## src/include/psf_pkg.sv

```systemverilog
// psf_pkg: register map, field positions and reset values of the port status/event flag block.
// assumes a 32-bit APB slave with byte addresses and one aligned word per register.
`default_nettype none

package psf_pkg;

	localparam int unsigned ADDR_W   = 8;
	localparam int unsigned DATA_W   = 32;
	localparam int unsigned NUM_EV   = 4;
	localparam int unsigned BDATA_W  = 16;
	localparam int unsigned CNT_W    = 16;

	// register byte offsets
	localparam logic [7:0] OFF_CTRL   = 8'h00;
	localparam logic [7:0] OFF_STATUS = 8'h04;
	localparam logic [7:0] OFF_ISTAT  = 8'h08;
	localparam logic [7:0] OFF_ICLR   = 8'h0C;
	localparam logic [7:0] OFF_IEN    = 8'h10;
	localparam logic [7:0] OFF_BCOUNT = 8'h14;

	// event bit positions, shared by mask, status, clear and enable
	localparam int unsigned EV_A_BYTE = 0;
	localparam int unsigned EV_A_REC  = 1;
	localparam int unsigned EV_B_BYTE = 2;
	localparam int unsigned EV_B_REC  = 3;

	// extra status fields
	localparam int unsigned ST_EMPTY_A = 4;
	localparam int unsigned ST_EMPTY_B = 5;
	localparam int unsigned ST_PAUSED  = 6;
	localparam int unsigned ST_REQ     = 7;
	localparam int unsigned ST_HOLD    = 8;

	localparam logic [3:0]  MASK_RST  = 4'h0;
	localparam logic [3:0]  IEN_RST   = 4'hF;
	localparam logic [3:0]  FLAG_RST  = 4'h0;
	localparam logic [15:0] CNT_RST   = 16'h0000;
	localparam logic [31:0] RDATA_RST = 32'h0000_0000;

	typedef enum logic [0:0] {
		PSF_PB_IDLE,
		PSF_PB_REQ
	} psf_pb_state_e;

endpackage

`default_nettype wire

```

## src/verilog/psf_hold.sv

```systemverilog
// psf_hold: one-word holding stage between the port B pins and the compression core.
// assumes writes arrive only while in_ready is high; data output comes from a register.
`timescale 1ns/1ps
`default_nettype none

module psf_hold #(
	parameter int unsigned W = 16
) (
	input  wire logic         pclk,
	input  wire logic         presetn,
	input  wire logic         ce,
	input  wire logic         in_valid,
	input  wire logic [W-1:0] in_data,
	output logic              in_ready,
	output logic              out_valid,
	output logic [W-1:0]      out_data,
	input  wire logic         out_ready
);

	if (W < 1) begin : g_chk
		$error("psf_hold: W must be at least 1");
	end

	logic         valid_reg;
	logic         valid_next;
	logic [W-1:0] data_reg;
	logic [W-1:0] data_next;

	always_comb begin
		valid_next = valid_reg;
		data_next  = data_reg;
		if (valid_reg && out_ready) begin
			valid_next = 1'b0;
		end
		if (in_valid && !valid_reg) begin
			valid_next = 1'b1;
			data_next  = in_data;
		end
	end

	always_ff @(posedge pclk or negedge presetn) begin
		if (!presetn) begin
			valid_reg <= 1'b0;
			data_reg  <= '0;
		end else if (ce) begin
			valid_reg <= valid_next;
			data_reg  <= data_next;
		end
	end

	assign in_ready  = !valid_reg;
	assign out_valid = valid_reg;
	assign out_data  = data_reg;

endmodule // psf_hold

`default_nettype wire

```

## src/verilog/psf_port_flags.sv

```systemverilog
// psf_port_flags: per-port event flags, empty flags, pause/interrupt and port B write stop logic.
// assumes APB master on pclk, core indications and DMA strobes synchronous to pclk.
`timescale 1ns/1ps
`default_nettype none

module psf_port_flags #(
	parameter int unsigned BDATA_W = psf_pkg::BDATA_W,
	parameter int unsigned CNT_W   = psf_pkg::CNT_W
) (
	input  wire logic                       pclk,
	input  wire logic                       presetn,
	input  wire logic                       ce,
	input  wire logic                       psel,
	input  wire logic                       penable,
	input  wire logic                       pwrite,
	input  wire logic [psf_pkg::ADDR_W-1:0] paddr,
	input  wire logic [psf_pkg::DATA_W-1:0] pwdata,
	output logic      [psf_pkg::DATA_W-1:0] prdata,
	output logic                            pready,
	output logic                            pslverr,
	input  wire logic                       porta_transfer_done,
	input  wire logic                       porta_record_boundary,
	input  wire logic                       porta_core_empty,
	input  wire logic                       portb_record_boundary,
	input  wire logic                       portb_core_empty,
	output logic                            portb_transfer_request,
	input  wire logic                       portb_transfer_acknowledge,
	input  wire logic                       portb_write_strobe,
	input  wire logic [BDATA_W-1:0]         portb_data,
	output logic      [BDATA_W-1:0]         core_wdata,
	output logic                            core_wvalid,
	input  wire logic                       core_wready,
	output logic                            porta_empty_flag,
	output logic                            portb_empty_flag,
	output logic                            core_pause,
	output logic                            irq
);

	if (BDATA_W < 1 || BDATA_W > psf_pkg::DATA_W || CNT_W < 1 || CNT_W > psf_pkg::DATA_W)
	begin : g_chk
		$error("psf_port_flags: BDATA_W and CNT_W must lie in 1..32");
	end

	function automatic logic is_mapped(input logic [psf_pkg::ADDR_W-1:0] a);
		is_mapped = (a == psf_pkg::OFF_CTRL)  || (a == psf_pkg::OFF_STATUS) ||
		            (a == psf_pkg::OFF_ISTAT) || (a == psf_pkg::OFF_ICLR)   ||
		            (a == psf_pkg::OFF_IEN)   || (a == psf_pkg::OFF_BCOUNT);
	endfunction

	logic [psf_pkg::NUM_EV-1:0] mask_reg;
	logic [psf_pkg::NUM_EV-1:0] mask_next;
	logic [psf_pkg::NUM_EV-1:0] ien_reg;
	logic [psf_pkg::NUM_EV-1:0] ien_next;
	logic [psf_pkg::NUM_EV-1:0] flag_reg;
	logic [psf_pkg::NUM_EV-1:0] flag_next;
	logic [psf_pkg::NUM_EV-1:0] ev_set;
	logic [psf_pkg::NUM_EV-1:0] ev_clr;
	logic [CNT_W-1:0]           remain_reg;
	logic [CNT_W-1:0]           remain_next;
	logic                       strobe_prev_reg;
	logic                       irq_reg;
	logic                       irq_next;
	logic                       pause_reg;
	logic                       pause_next;
	logic [psf_pkg::DATA_W-1:0] prdata_reg;
	logic [psf_pkg::DATA_W-1:0] prdata_next;
	psf_pkg::psf_pb_state_e     state_reg;
	psf_pkg::psf_pb_state_e     state_next;
	logic                       wr_en;
	logic                       rd_setup;
	logic                       accept;
	logic                       pb_xfer_end;
	logic [1:0]                 xfer_end;
	logic [1:0]                 rec_end;
	logic                       hold_ready;
	logic                       hold_valid;
	logic [psf_pkg::DATA_W-1:0] status_word;

	// apb: zero wait states, frozen while ce is low
	assign pready   = ce;
	assign pslverr  = psel && penable && !is_mapped(paddr);
	assign wr_en    = ce && psel && penable && pwrite && is_mapped(paddr);
	assign rd_setup = psel && !penable && !pwrite;
	assign prdata   = prdata_reg;

	// port B handshake: strobe taken on its rising edge only while request is high
	assign accept = (state_reg == psf_pkg::PSF_PB_REQ) && portb_write_strobe &&
	                !strobe_prev_reg && portb_transfer_acknowledge;
	assign pb_xfer_end = accept && (remain_reg == CNT_W'(1));
	assign xfer_end    = {pb_xfer_end, porta_transfer_done};
	assign rec_end     = {portb_record_boundary, porta_record_boundary};

	assign ev_clr = (wr_en && paddr == psf_pkg::OFF_ICLR) ?
	                pwdata[psf_pkg::NUM_EV-1:0] : '0;

	// event source: transfer end when masked, record boundary when unmasked
	for (genvar i = 0; i < psf_pkg::NUM_EV; i++) begin : g_ev
		assign ev_set[i] = mask_reg[i] ? xfer_end[i/2]
		                               : rec_end[i/2];
	end

	always_comb begin
		mask_next   = mask_reg;
		ien_next    = ien_reg;
		remain_next = remain_reg;
		if (wr_en && paddr == psf_pkg::OFF_CTRL) begin
			mask_next = pwdata[psf_pkg::NUM_EV-1:0];
		end
		if (wr_en && paddr == psf_pkg::OFF_IEN) begin
			ien_next = pwdata[psf_pkg::NUM_EV-1:0];
		end
		if (accept) begin
			remain_next = remain_reg - CNT_W'(1);
		end
		if (wr_en && paddr == psf_pkg::OFF_BCOUNT) begin
			remain_next = pwdata[CNT_W-1:0];
		end
		// set wins over a clear in the same cycle
		flag_next  = (flag_reg & ~ev_clr) | ev_set;
		pause_next = |(flag_next & ~mask_reg);
		irq_next   = |(flag_next & ~mask_reg & ien_reg);
	end

	// request drops on each taken word, on pause, and when the count is spent
	always_comb begin
		state_next = state_reg;
		case (state_reg)
			psf_pkg::PSF_PB_IDLE: begin
				if (remain_reg != '0 && !pause_reg && hold_ready) begin
					state_next = psf_pkg::PSF_PB_REQ;
				end
			end
			psf_pkg::PSF_PB_REQ: begin
				if (accept || pause_reg || remain_reg == '0) begin
					state_next = psf_pkg::PSF_PB_IDLE;
				end
			end
			default: begin
				state_next = psf_pkg::PSF_PB_IDLE;
			end
		endcase
	end

	always_comb begin
		status_word = '0;
		status_word[psf_pkg::NUM_EV-1:0]   = flag_reg;
		status_word[psf_pkg::ST_EMPTY_A]   = porta_empty_flag;
		status_word[psf_pkg::ST_EMPTY_B]   = portb_empty_flag;
		status_word[psf_pkg::ST_PAUSED]    = pause_reg;
		status_word[psf_pkg::ST_REQ]       = portb_transfer_request;
		status_word[psf_pkg::ST_HOLD]      = hold_valid;
		prdata_next = prdata_reg;
		if (rd_setup) begin
			case (paddr)
				psf_pkg::OFF_CTRL:   prdata_next = {{(psf_pkg::DATA_W-psf_pkg::NUM_EV){1'b0}}, mask_reg};
				psf_pkg::OFF_STATUS: prdata_next = status_word;
				psf_pkg::OFF_ISTAT:  prdata_next = {{(psf_pkg::DATA_W-psf_pkg::NUM_EV){1'b0}}, flag_reg};
				psf_pkg::OFF_IEN:    prdata_next = {{(psf_pkg::DATA_W-psf_pkg::NUM_EV){1'b0}}, ien_reg};
				psf_pkg::OFF_BCOUNT: prdata_next = psf_pkg::DATA_W'(remain_reg);
				default:             prdata_next = psf_pkg::RDATA_RST;
			endcase
		end
	end

	always_ff @(posedge pclk or negedge presetn) begin
		if (!presetn) begin
			mask_reg        <= psf_pkg::MASK_RST;
			ien_reg         <= psf_pkg::IEN_RST;
			flag_reg        <= psf_pkg::FLAG_RST;
			remain_reg      <= '0;
			strobe_prev_reg <= 1'b0;
			irq_reg         <= 1'b0;
			pause_reg       <= 1'b0;
			prdata_reg      <= psf_pkg::RDATA_RST;
			state_reg       <= psf_pkg::PSF_PB_IDLE;
		end else if (ce) begin
			mask_reg        <= mask_next;
			ien_reg         <= ien_next;
			flag_reg        <= flag_next;
			remain_reg      <= remain_next;
			strobe_prev_reg <= portb_write_strobe;
			irq_reg         <= irq_next;
			pause_reg       <= pause_next;
			prdata_reg      <= prdata_next;
			state_reg       <= state_next;
		end
	end

	psf_hold #(
		.W(BDATA_W)
	) u_hold (
		.pclk     (pclk),
		.presetn  (presetn),
		.ce       (ce),
		.in_valid (accept),
		.in_data  (portb_data),
		.in_ready (hold_ready),
		.out_valid(hold_valid),
		.out_data (core_wdata),
		.out_ready(core_wready)
	);

	assign core_wvalid            = hold_valid;
	assign portb_transfer_request = (state_reg == psf_pkg::PSF_PB_REQ);
	assign porta_empty_flag       = porta_core_empty;
	assign portb_empty_flag       = portb_core_empty && !hold_valid;
	assign core_pause             = pause_reg;
	assign irq                    = irq_reg;

endmodule // psf_port_flags

`default_nettype wire

```

## config.mk

```make
export PLATFORM = sky130hd
export DESIGN_NAME = psf_port_flags
export DESIGN_NICKNAME = d
export VERILOG_FILES = /design/src/include/psf_pkg.sv /design/src/verilog/psf_hold.sv /design/src/verilog/psf_port_flags.sv
export SDC_FILE = /design/constraint.sdc
export NUM_CORES = 1
export LEC_CHECK = 0
export BUFFER_PORTS_ARGS = -buffer_cell sky130_fd_sc_hd__buf_2
export CORE_MARGIN = 5
export CORE_UTILIZATION = 30
export DETAILED_ROUTE_END_ITERATION = 12
export GPL_TIMING_DRIVEN = 0
export HOLD_SLACK_MARGIN = 0.12
export PLACE_DENSITY = 0.55
export SYNTH_ARGS = -nofsm -noshare
export SYNTH_HDL_FRONTEND = slang
export SYNTH_SLANG_ARGS = --single-unit
```

## constraint.sdc

```tcl
create_clock -name pclk -period 2.1 [get_ports pclk]
set_input_delay 0.315 -clock pclk [delete_from_list [all_inputs] [get_ports pclk]]
set_output_delay 0.315 -clock pclk [all_outputs]
set_load 0.02 [all_outputs]
```

==> results.toml, run 1 <==
[sta]
setup_ws_ns = 0.07786
timing.fmax_mhz = 494.5
setup_viol = 0
finClkSkew_ns = 0.004635
hold_viol_final = 0
period_needed_ns = 2.022
fin_crit_sh = 0.9629
relSlewSlack = 0.4217
setup_tns_ns = 0
worst_pin_slew_ns = 0.8674
slew_violations = 0
rsz0062_at_grt = "true"

[run]
maxCapViolCount = 0

[run_status]
status = "completed"

[power]
ir_drop_mv = 0.4938
p_leak_uw = 0.002285
p_per_area_nw_per_um2 = 1031

[die]
core.rowCount = 40
fp.dieH_um = 119.3
die_w_um = 119.3
initial_utilization = 0.3020
ioPinCount = 126
core_um2 = 11860
dieArea_um2 = 14230

[final_layout]
register_area_um2 = 1632
drive_gt1_frac = 0.3849
multi_input_area_um2 = 1795
nets = 545
area_growth_pct = 31.40
fillers = 1229
antennaDiodeCount = 0

[synth]
ys_dominant_reg_cell = "dfrtp_1"
synth_top_area_frac = 0.4261
seq_area_frac_synth = 0.4555
synthArstFlopShare = 1.000
ys_types = 59
ys_ff_latch = 65
yosysTopAreaCell = "dfrtp_1"
syn_inst = 349
synth-warning-count = 0
synth_area_leaders = "dfrtp_1 43%, mux2_2 7.9%, buf_4 3.8%"
synth_most_common_cell = "dfrtp_1"
synthesis.area_um2 = 3582
synth.avg_cell_area_um2 = 10.26
synth_common_cells = "61 x dfrtp_1, 25 x mux2_2, 21 x a21oi_1, 21 x nor2_1, 18 x buf_4"
synth_edf_count = 0

[min_path]
hp-class = "input port to asynchronous set/reset pin"

[grt]
grt_max_degree = 66
first_global_vias = 3256
grt_pass1_wl_um = 16990
antenna_found_initial = 0
grt_usage = 0.1484
overflow = 0

[clocking]
cts_tree = "built"
clk_latency_ns = 0.33
clk_path_buf_depth = 2
cts_root_buffer = "clkbuf_16"
cts_buffers = 9
h-tree-depth = 3
clock_sinks = 65
clk_pin_slew_ns = 0.05

[routing]
initialDrtViolationCount = 160
dr.pass1.iters = 4
vias = 3217
routed_wl_um = 10580
drc = 0
wire_per_inst_um = 16.92
viasPerCell = 5.147
antenna_left = 0

[setup_path]
cp.arrival_ns = 1.71
cp-startpoint = "paddr[5]"
start_kind = "input port"
r2r-start = "remain_reg[3]$_DFFE_PN0P_"
required_ns = 1.78
critPathCaptureType = "primary output"
crit_type = "input port to primary output"
cp_max_fo = 6

[placed_design]
hpwlAfterDp_um = 7718
place_congestion = 0.8958
numPortBuffers = 92
pre_cts_ws_ns = -0.3304
[critical path, stage by stage]
cell and delay (ns):
buf_2 0.11, or4_4 0.58, or2_1 0.33, and4_1 0.23
buf_2 0.15
[layer usage]
metal	vias to the layer above	track usage	routed length, um
met5	-	0	0
met4	0	0.05793	227
met3	19	0.04416	1013
met2	142	0.2151	4476
met1	1510	0.2067	4858
li1	1546	-	-
[cell families after synthesis]
| family | Yosys count | synth area share |
|---|---|---|
| other | 1 | 0.001047 |
| AO/OA/AOI/OAI | 103 | 0.2029 |
| buffers and inverters | 48 | 0.07125 |
| AND/OR/NAND/NOR | 91 | 0.1446 |
| multiplexers | 38 | 0.1153 |
| XOR/XNOR | 1 | 0.002445 |
| adder cells (fa/ha/maj) | 2 | 0.006985 |
| flip-flops | 65 | 0.4555 |
[placed cells by master, fill, tap and decap left out, types with 5 or more instances in the layout]
cell type	count
buf_2	97
dfrtp_1	61
buf_4	26
mux2_2	25
a21oi_1	21
nor2_1	20
nand2_1	17
conb_1	16
o21ai_0	13
inv_1	12
mux2i_1	12
nand3_1	11
a22o_1	11
clkbuf_1	10
a31oi_1	10
nor3_1	9
o22ai_1	9
clkbuf_16	9
o2bb2ai_1	7
nor2b_1	6
o211ai_1	5
clkbuf_8	5
[area by class of cell]
cell class                 instances  area share
buffer                            35     0.04413
timing repair buffer              99      0.1095
tap                              147     0.03907
clock buffer                      15     0.06326
clock inverter                     1    0.006380
multi-input combinational        251      0.3814
inverter                          12    0.009569
sequential                        65      0.3466
[power breakdown]
| part | switching (uW) | internal, uW |
|---|---|---|
| registers | 326 | 1510 |
| clock network | 534 | 1080 |
| logic | 786 | 616 |
[stage by stage]
step	instance area, um^2	std cells	utilization	power (uW)	hold slack, ns
after floorplan	3638	364	-	2669	0.01941
after global placement	4283	603	0.3611	3099	0.4712
after detailed placement	4285	603	0.3613	3125	0.4843
after CTS	4633	619	0.3906	4789	0.1456
after global routing	4707	625	0.3968	5127	0.1777
final	4707	625	0.3968	4854	0.09719
[timing repair]
item	in CTS	in global routing
resized for setup	5	5
pin swaps	0	2
hold buffers	0	0
endpoints found under the hold margin	0	0
endpoints found under the setup margin	14	17
buffers inserted	0	7
[worst paths after layout]
kind                                             endpoint  slack [ns]  cells past startpoint
setup reg to reg               remain_reg[15]$_DFFE_PN0P_        0.12                      5
min in group pclk          u_hold.out_data[1]$_DFFE_PN0P_        0.22                      2
max in group asynchronous           prdata[7]$_DFFE_PN0P_        1.43                      1
hold reg to reg                    prdata[12]$_DFFE_PN0P_        0.50                      1
hold / removal             u_hold.out_data[3]$_DFFE_PN0P_         0.1                      1
setup / recovery                                  pslverr        0.08                      5
Note: power is estimated with default switching activity, not from simulation.
==> inputs of run 2 (changes only) <==
--- a/config.mk
+++ b/config.mk
@@ -9,7 +9,6 @@
 export CORE_MARGIN = 5
 export CORE_UTILIZATION = 30
 export DETAILED_ROUTE_END_ITERATION = 12
-export GPL_TIMING_DRIVEN = 0
 export HOLD_SLACK_MARGIN = 0.12
 export PLACE_DENSITY = 0.55
 export SYNTH_ARGS = -nofsm -noshare
==> constraint.sdc (replaced) <==
create_clock -name pclk -period 2.2 [get_ports pclk]
set_input_delay 0.33 -clock pclk [delete_from_list [all_inputs] [get_ports pclk]]
set_output_delay 0.33 -clock pclk [all_outputs]
set_load 0.02 [all_outputs]
==> run 2 against run 1 <==
Final cell count decreased by 2.4%. First-iteration DRC count decreased by 3.1%. Final area decreased by 2.4%. Wire length decreased by 5.6%. Core utilization decreased by 0.96 points. Critical path depth increased by 2.
==> results.toml, run 2 (same netlist as run 1, synthesis figures left out) <==
[grt]
overflow = 0
grt_max_degree = 32
grt_pass1_wl_um = 16500
antenna_found_initial = 0
first_global_vias = 3216
grt_usage = 0.1430

[final_layout]
nets = 530
layout_common_cells = "93 x buf_2, 61 x dfrtp_1, 25 x mux2_2, 24 x buf_4"
area_growth_pct = 28.22
antennaDiodeCount = 0
drive_gt1_frac = 0.3758
final_common_cell = "buf_2"

[clocking]
clk_latency_ns = 0.33
clk_path_buf_depth = 2
clock_sinks = 65
clk_pin_slew_ns = 0.06
cts_resized = 0
postCtsSetupRepairBufs = 0
cts_buffers = 9
holdBufCountCts = 1
cts_root_buffer = "clkbuf_16"
cts_tree = "built"
h-tree-depth = 3

[power]
ir_drop_mv = 0.4244
p_leak_uw = 0.002215
p_total_uw = 4496
p_per_area_nw_per_um2 = 978.8

[placed_design]
hpwlAfterDp_um = 7561
numPortBuffers = 93
place_congestion = 0.8730

[sta]
rsz0062_at_grt = "false"
setup_viol = 0
fin_crit_sh = 0.8900
period_needed_ns = 1.958
hold_viol_final = 0
slew_violations = 0
finClkSkew_ns = 0.01089
worst_pin_slew_ns = 0.5713
setup_tns_ns = 0
relSlewSlack = 0.6191
timing.fmax_mhz = 510.7

[routing]
drc = 0
antenna_left = 0
viasPerCell = 5.174
initialDrtViolationCount = 155
wire_per_inst_um = 16.37
dr.pass1.iters = 4
vias = 3156
routed_wl_um = 9988

[die]
dieArea_um2 = 14230
core_um2 = 11860
die_w_um = 119.3
initial_utilization = 0.3020
core.rowCount = 40
fp.dieH_um = 119.3
ioPinCount = 126

[run_status]
status = "completed"

[min_path]
hp-class = "input port to flip-flop"

[setup_path]
start_kind = "flip-flop"
cp.arrival_ns = 2.20
cp_max_fo = 5
crit_type = "flip-flop to flip-flop"
critPathCaptureType = "flip-flop"
required_ns = 2.44

[run]
maxCapViolCount = 0
==> run 2: cell types whose count changed in the layout (fill, tap and decap cells not counted), sizes merged <==
cell,before,now
clkbuf,25,10
buf,124,118
clkinvlp,0,3
clkinv,0,1
dlygate4sd3,0,1
inv,12,13
==> run 2: final timing paths <==
kind	cells after the start	end	startpoint	slack, ns
setup / recovery	7	remain_reg[14]$_DFFE_PN0P_	remain_reg[1]$_DFFE_PN0P_	0.24
hold reg to reg	2	prdata[8]$_DFFE_PN0P_	prdata[8]$_DFFE_PN0P_	0.49
min in group asynchronous	2	remain_reg[2]$_DFFE_PN0P_	presetn	0.54
setup reg to reg	7	remain_reg[14]$_DFFE_PN0P_	remain_reg[1]$_DFFE_PN0P_	0.24
max in group asynchronous	3	remain_reg[0]$_DFFE_PN0P_	presetn	1.06
hold / removal	2	u_hold.out_data[10]$_DFFE_PN0P_	portb_data[10]	0.23
==> run 2: area by class of cell <==
| type | instances | area (um^2) |
|---|---|---|
| Clock buffer | 10 | 239.0 |
| Multi-Input combinational cell | 251 | 1752 |
| Sequential cell | 65 | 1632 |
| Clock inverter | 6 | 66.31 |
| Tap cell | 147 | 183.9 |
| Timing Repair Buffer | 119 | 675.6 |
| Fill cell | 1204 | 7268 |
| Inverter | 12 | 45.04 |
==> run 2: power breakdown <==
group          internal, uW  switching [uW]  leakage [uW]  total [uW]
sequential             1440             265      0.000828        1710
clock                   909             540      0.000141        1450
combinational           589             750       0.00125        1340
==> run 2: metrics by stage <==
| stage | hold WS (ns) | setup WS (ns) | cells | util | area [um^2] |
|---|---|---|---|---|---|
| floorplan | 0.03441 | 0.2716 | 364 | - | 3638 |
| global placement | 0.3630 | 0.07830 | 593 | 0.3607 | 4278 |
| detailed placement | 0.3640 | 0.01442 | 593 | 0.3607 | 4278 |
| CTS | 0.2199 | 0.2399 | 610 | 0.3872 | 4593 |
| global route | 0.2182 | 0.02949 | 610 | 0.3872 | 4593 |
| finish | 0.2328 | 0.2420 | 610 | 0.3872 | 4593 |
==> run 2: per-layer routing <==
| layer | GRT usage | up-vias | routed length, um |
|---|---|---|---|
| met3 | 0.04274 | 13 | 747 |
| met1 | 0.1973 | 1522 | 4800 |
| li1 | - | 1508 | - |
| met2 | 0.2084 | 113 | 4258 |
| met4 | 0.05793 | 0 | 181 |
| met5 | 0 | - | 0 |
==> run 2: critical path: stages (launching register included) <==
cell	delay (ns)
dfrtp_1	0.44
inv_1	0.12
ha_1	0.21
nor3b_1	0.29
nand2_1	0.17
a2111oi_0	0.42
a21oi_1	0.07
o2bb2ai_1	0.15
==> inputs of run 3 (changes only) <==
==> constraint.sdc (replaced) <==
create_clock -name pclk -period 2.23 [get_ports pclk]
set_input_delay 0.3345 -clock pclk [delete_from_list [all_inputs] [get_ports pclk]]
set_output_delay 0.3345 -clock pclk [all_outputs]
set_load 0.02 [all_outputs]
==> run 3 against run 2 <==
Non-clock buffer count is 2 lower. Wire length increased by 0.47%. Register-to-register slack about the same. Worst setup slack got worse by 0.054 ns. Total power grew 1.2%. Final cell count down 0.33%. Critical path depth fell by 2. Die area stayed put.
==> results.toml, run 3 (same netlist as run 1, synthesis figures left out) <==
[routing]
initialDrtViolationCount = 164
drc = 0
wire_per_inst_um = 16.50
vias = 3202
routed_wl_um = 10040
viasPerCell = 5.266
dr.pass1.iters = 4
antenna_left = 0

[final_layout]
drive_gt1_frac = 0.3731
antennaDiodeCount = 0
final_common_cell = "buf_2"
layout_common_cells = "93 x buf_2, 61 x dfrtp_1, 25 x mux2_2, 22 x buf_4"
fillers = 1186
finalNonFillerCells = 608
nets = 528
area_growth_pct = 28.43

[grt]
antenna_found_initial = 0
grt_usage = 0.1450
first_global_vias = 3265
grt_pass1_wl_um = 16790
overflow = 0
grt_max_degree = 32

[setup_path]
required_ns = 1.90
r2r_setup_slack_ns = 0.25
start_kind = "input port"
reg2reg_to = "remain_reg[14]$_DFFE_PN0P_"
rr_worst_depth = 7
cp.arrival_ns = 1.71
critPathCaptureType = "primary output"
crit_type = "input port to primary output"
cp_max_fo = 6
r2r-start = "remain_reg[1]$_DFFE_PN0P_"

[clocking]
cts_resized = 0
clk_pin_slew_ns = 0.06
clk_latency_ns = 0.33
clock_sinks = 65
clk_path_buf_depth = 2
cts_root_buffer = "clkbuf_16"
h-tree-depth = 3
cts_buffers = 9
cts_tree = "built"

[placed_design]
hpwlAfterDp_um = 7611
place_congestion = 0.8581
dp.cells = 591
numPortBuffers = 93

[die]
dieArea_um2 = 14230
ioPinCount = 126
fp.dieH_um = 119.3
initial_utilization = 0.3020
die_w_um = 119.3
core_um2 = 11860
core.rowCount = 40

[sta]
finClkSkew_ns = 0.007389
relSlewSlack = 0.6014
worst_pin_slew_ns = 0.5979
hold_viol_final = 0
slew_violations = 0
fin_crit_sh = 0.9157
period_needed_ns = 2.042
rsz0062_at_grt = "false"
setup_viol = 0
timing.fmax_mhz = 489.7

[min_path]
hp-class = "input port to flip-flop"
worstHoldEndpoint = "u_hold.out_data[10]$_DFFE_PN0P_"
hold_start = "portb_data[10]"
worstHoldPathCells = 2

[power]
p_total_uw = 4549
p_per_area_nw_per_um2 = 988.7
p_leak_uw = 0.002221
ir_drop_mv = 0.5151

[run_status]
status = "completed"

[run]
maxCapViolCount = 0
run 3: cell count changes in the layout (fill, tap and decap cells not counted), sizes merged:
cell,change
bufinv,+1
clkbuf,-1
clkinvlp,-2
buf,-2
clkinv,+1
inv,+1
run 3: report_power, final:
group	switching, uW	total [uW]	internal, uW
Clock	549	1540	990
Sequential	264	1690	1420
Combinational	741	1320	581
Total	1550	4550	2990
run 3: metrics by stage:
step	setup slack, ns	setup TNS (ns)	area [um^2]	utilization	hold WS, ns
global route	0.1068	0	4601	0.3879	0.2232
finish	0.1879	0	4601	0.3879	0.2370
floorplan	0.2971	0	3638	-	0.03891
global placement	0.04067	0	4263	0.3594	0.3581
detailed placement	-0.005639	-0.005639	4263	0.3594	0.3693
CTS	0.1782	0	4601	0.3879	0.2278
run 3: final cells by class:
type / instances / area, um^2 / share of cell area
clock buffer: 9 / 225.2 / 0.04895
clock inverter: 7 / 102.6 / 0.02230
multi-input combinational: 251 / 1752 / 0.3807
timing repair buffer: 117 / 660.6 / 0.1436
tap: 147 / 183.9 / 0.03998
sequential: 65 / 1632 / 0.3546
inverter: 12 / 45.04 / 0.009791
run 3: how the worst max path moves through the flow:
stage / startpoint / end / slack, ns / cells past startpoint
6_report: paddr[5] / pslverr / 0.19 / 5
4_1_cts: paddr[5] / pslverr / 0.18 / 5
2_1_floorplan: paddr[5] / mask_reg[1]$_DFFE_PN0P_ / 0.30 / 4
5_1_grt: remain_reg[1]$_DFFE_PN0P_ / remain_reg[14]$_DFFE_PN0P_ / 0.11 / 7
3_5_place_dp: paddr[5] / core_pause$_DFFE_PN0P_ / -0.006 / 6
3_3_place_gp: paddr[5] / core_pause$_DFFE_PN0P_ / 0.04 / 6
run 3: critical path, cell delays in order:
cell and delay, ns:
buf_2 0.10, or4_4 0.58, or2_1 0.31, and4_1 0.22
buf_2 0.15
run 3: metal layers:
metal / GRT usage / share of wire
met1: 0.1985 / 0.46
met2: 0.2197 / 0.45
met3: 0.04179 / 0.086
met4: 0.04707 / 0.0059
met5: 0 / 0
run 3: timing repair:
item                                   4_1_cts  5_1_grt
endpoints found under the hold margin       17        0
hold buffers                                 1        0
setup buffers                                0        0
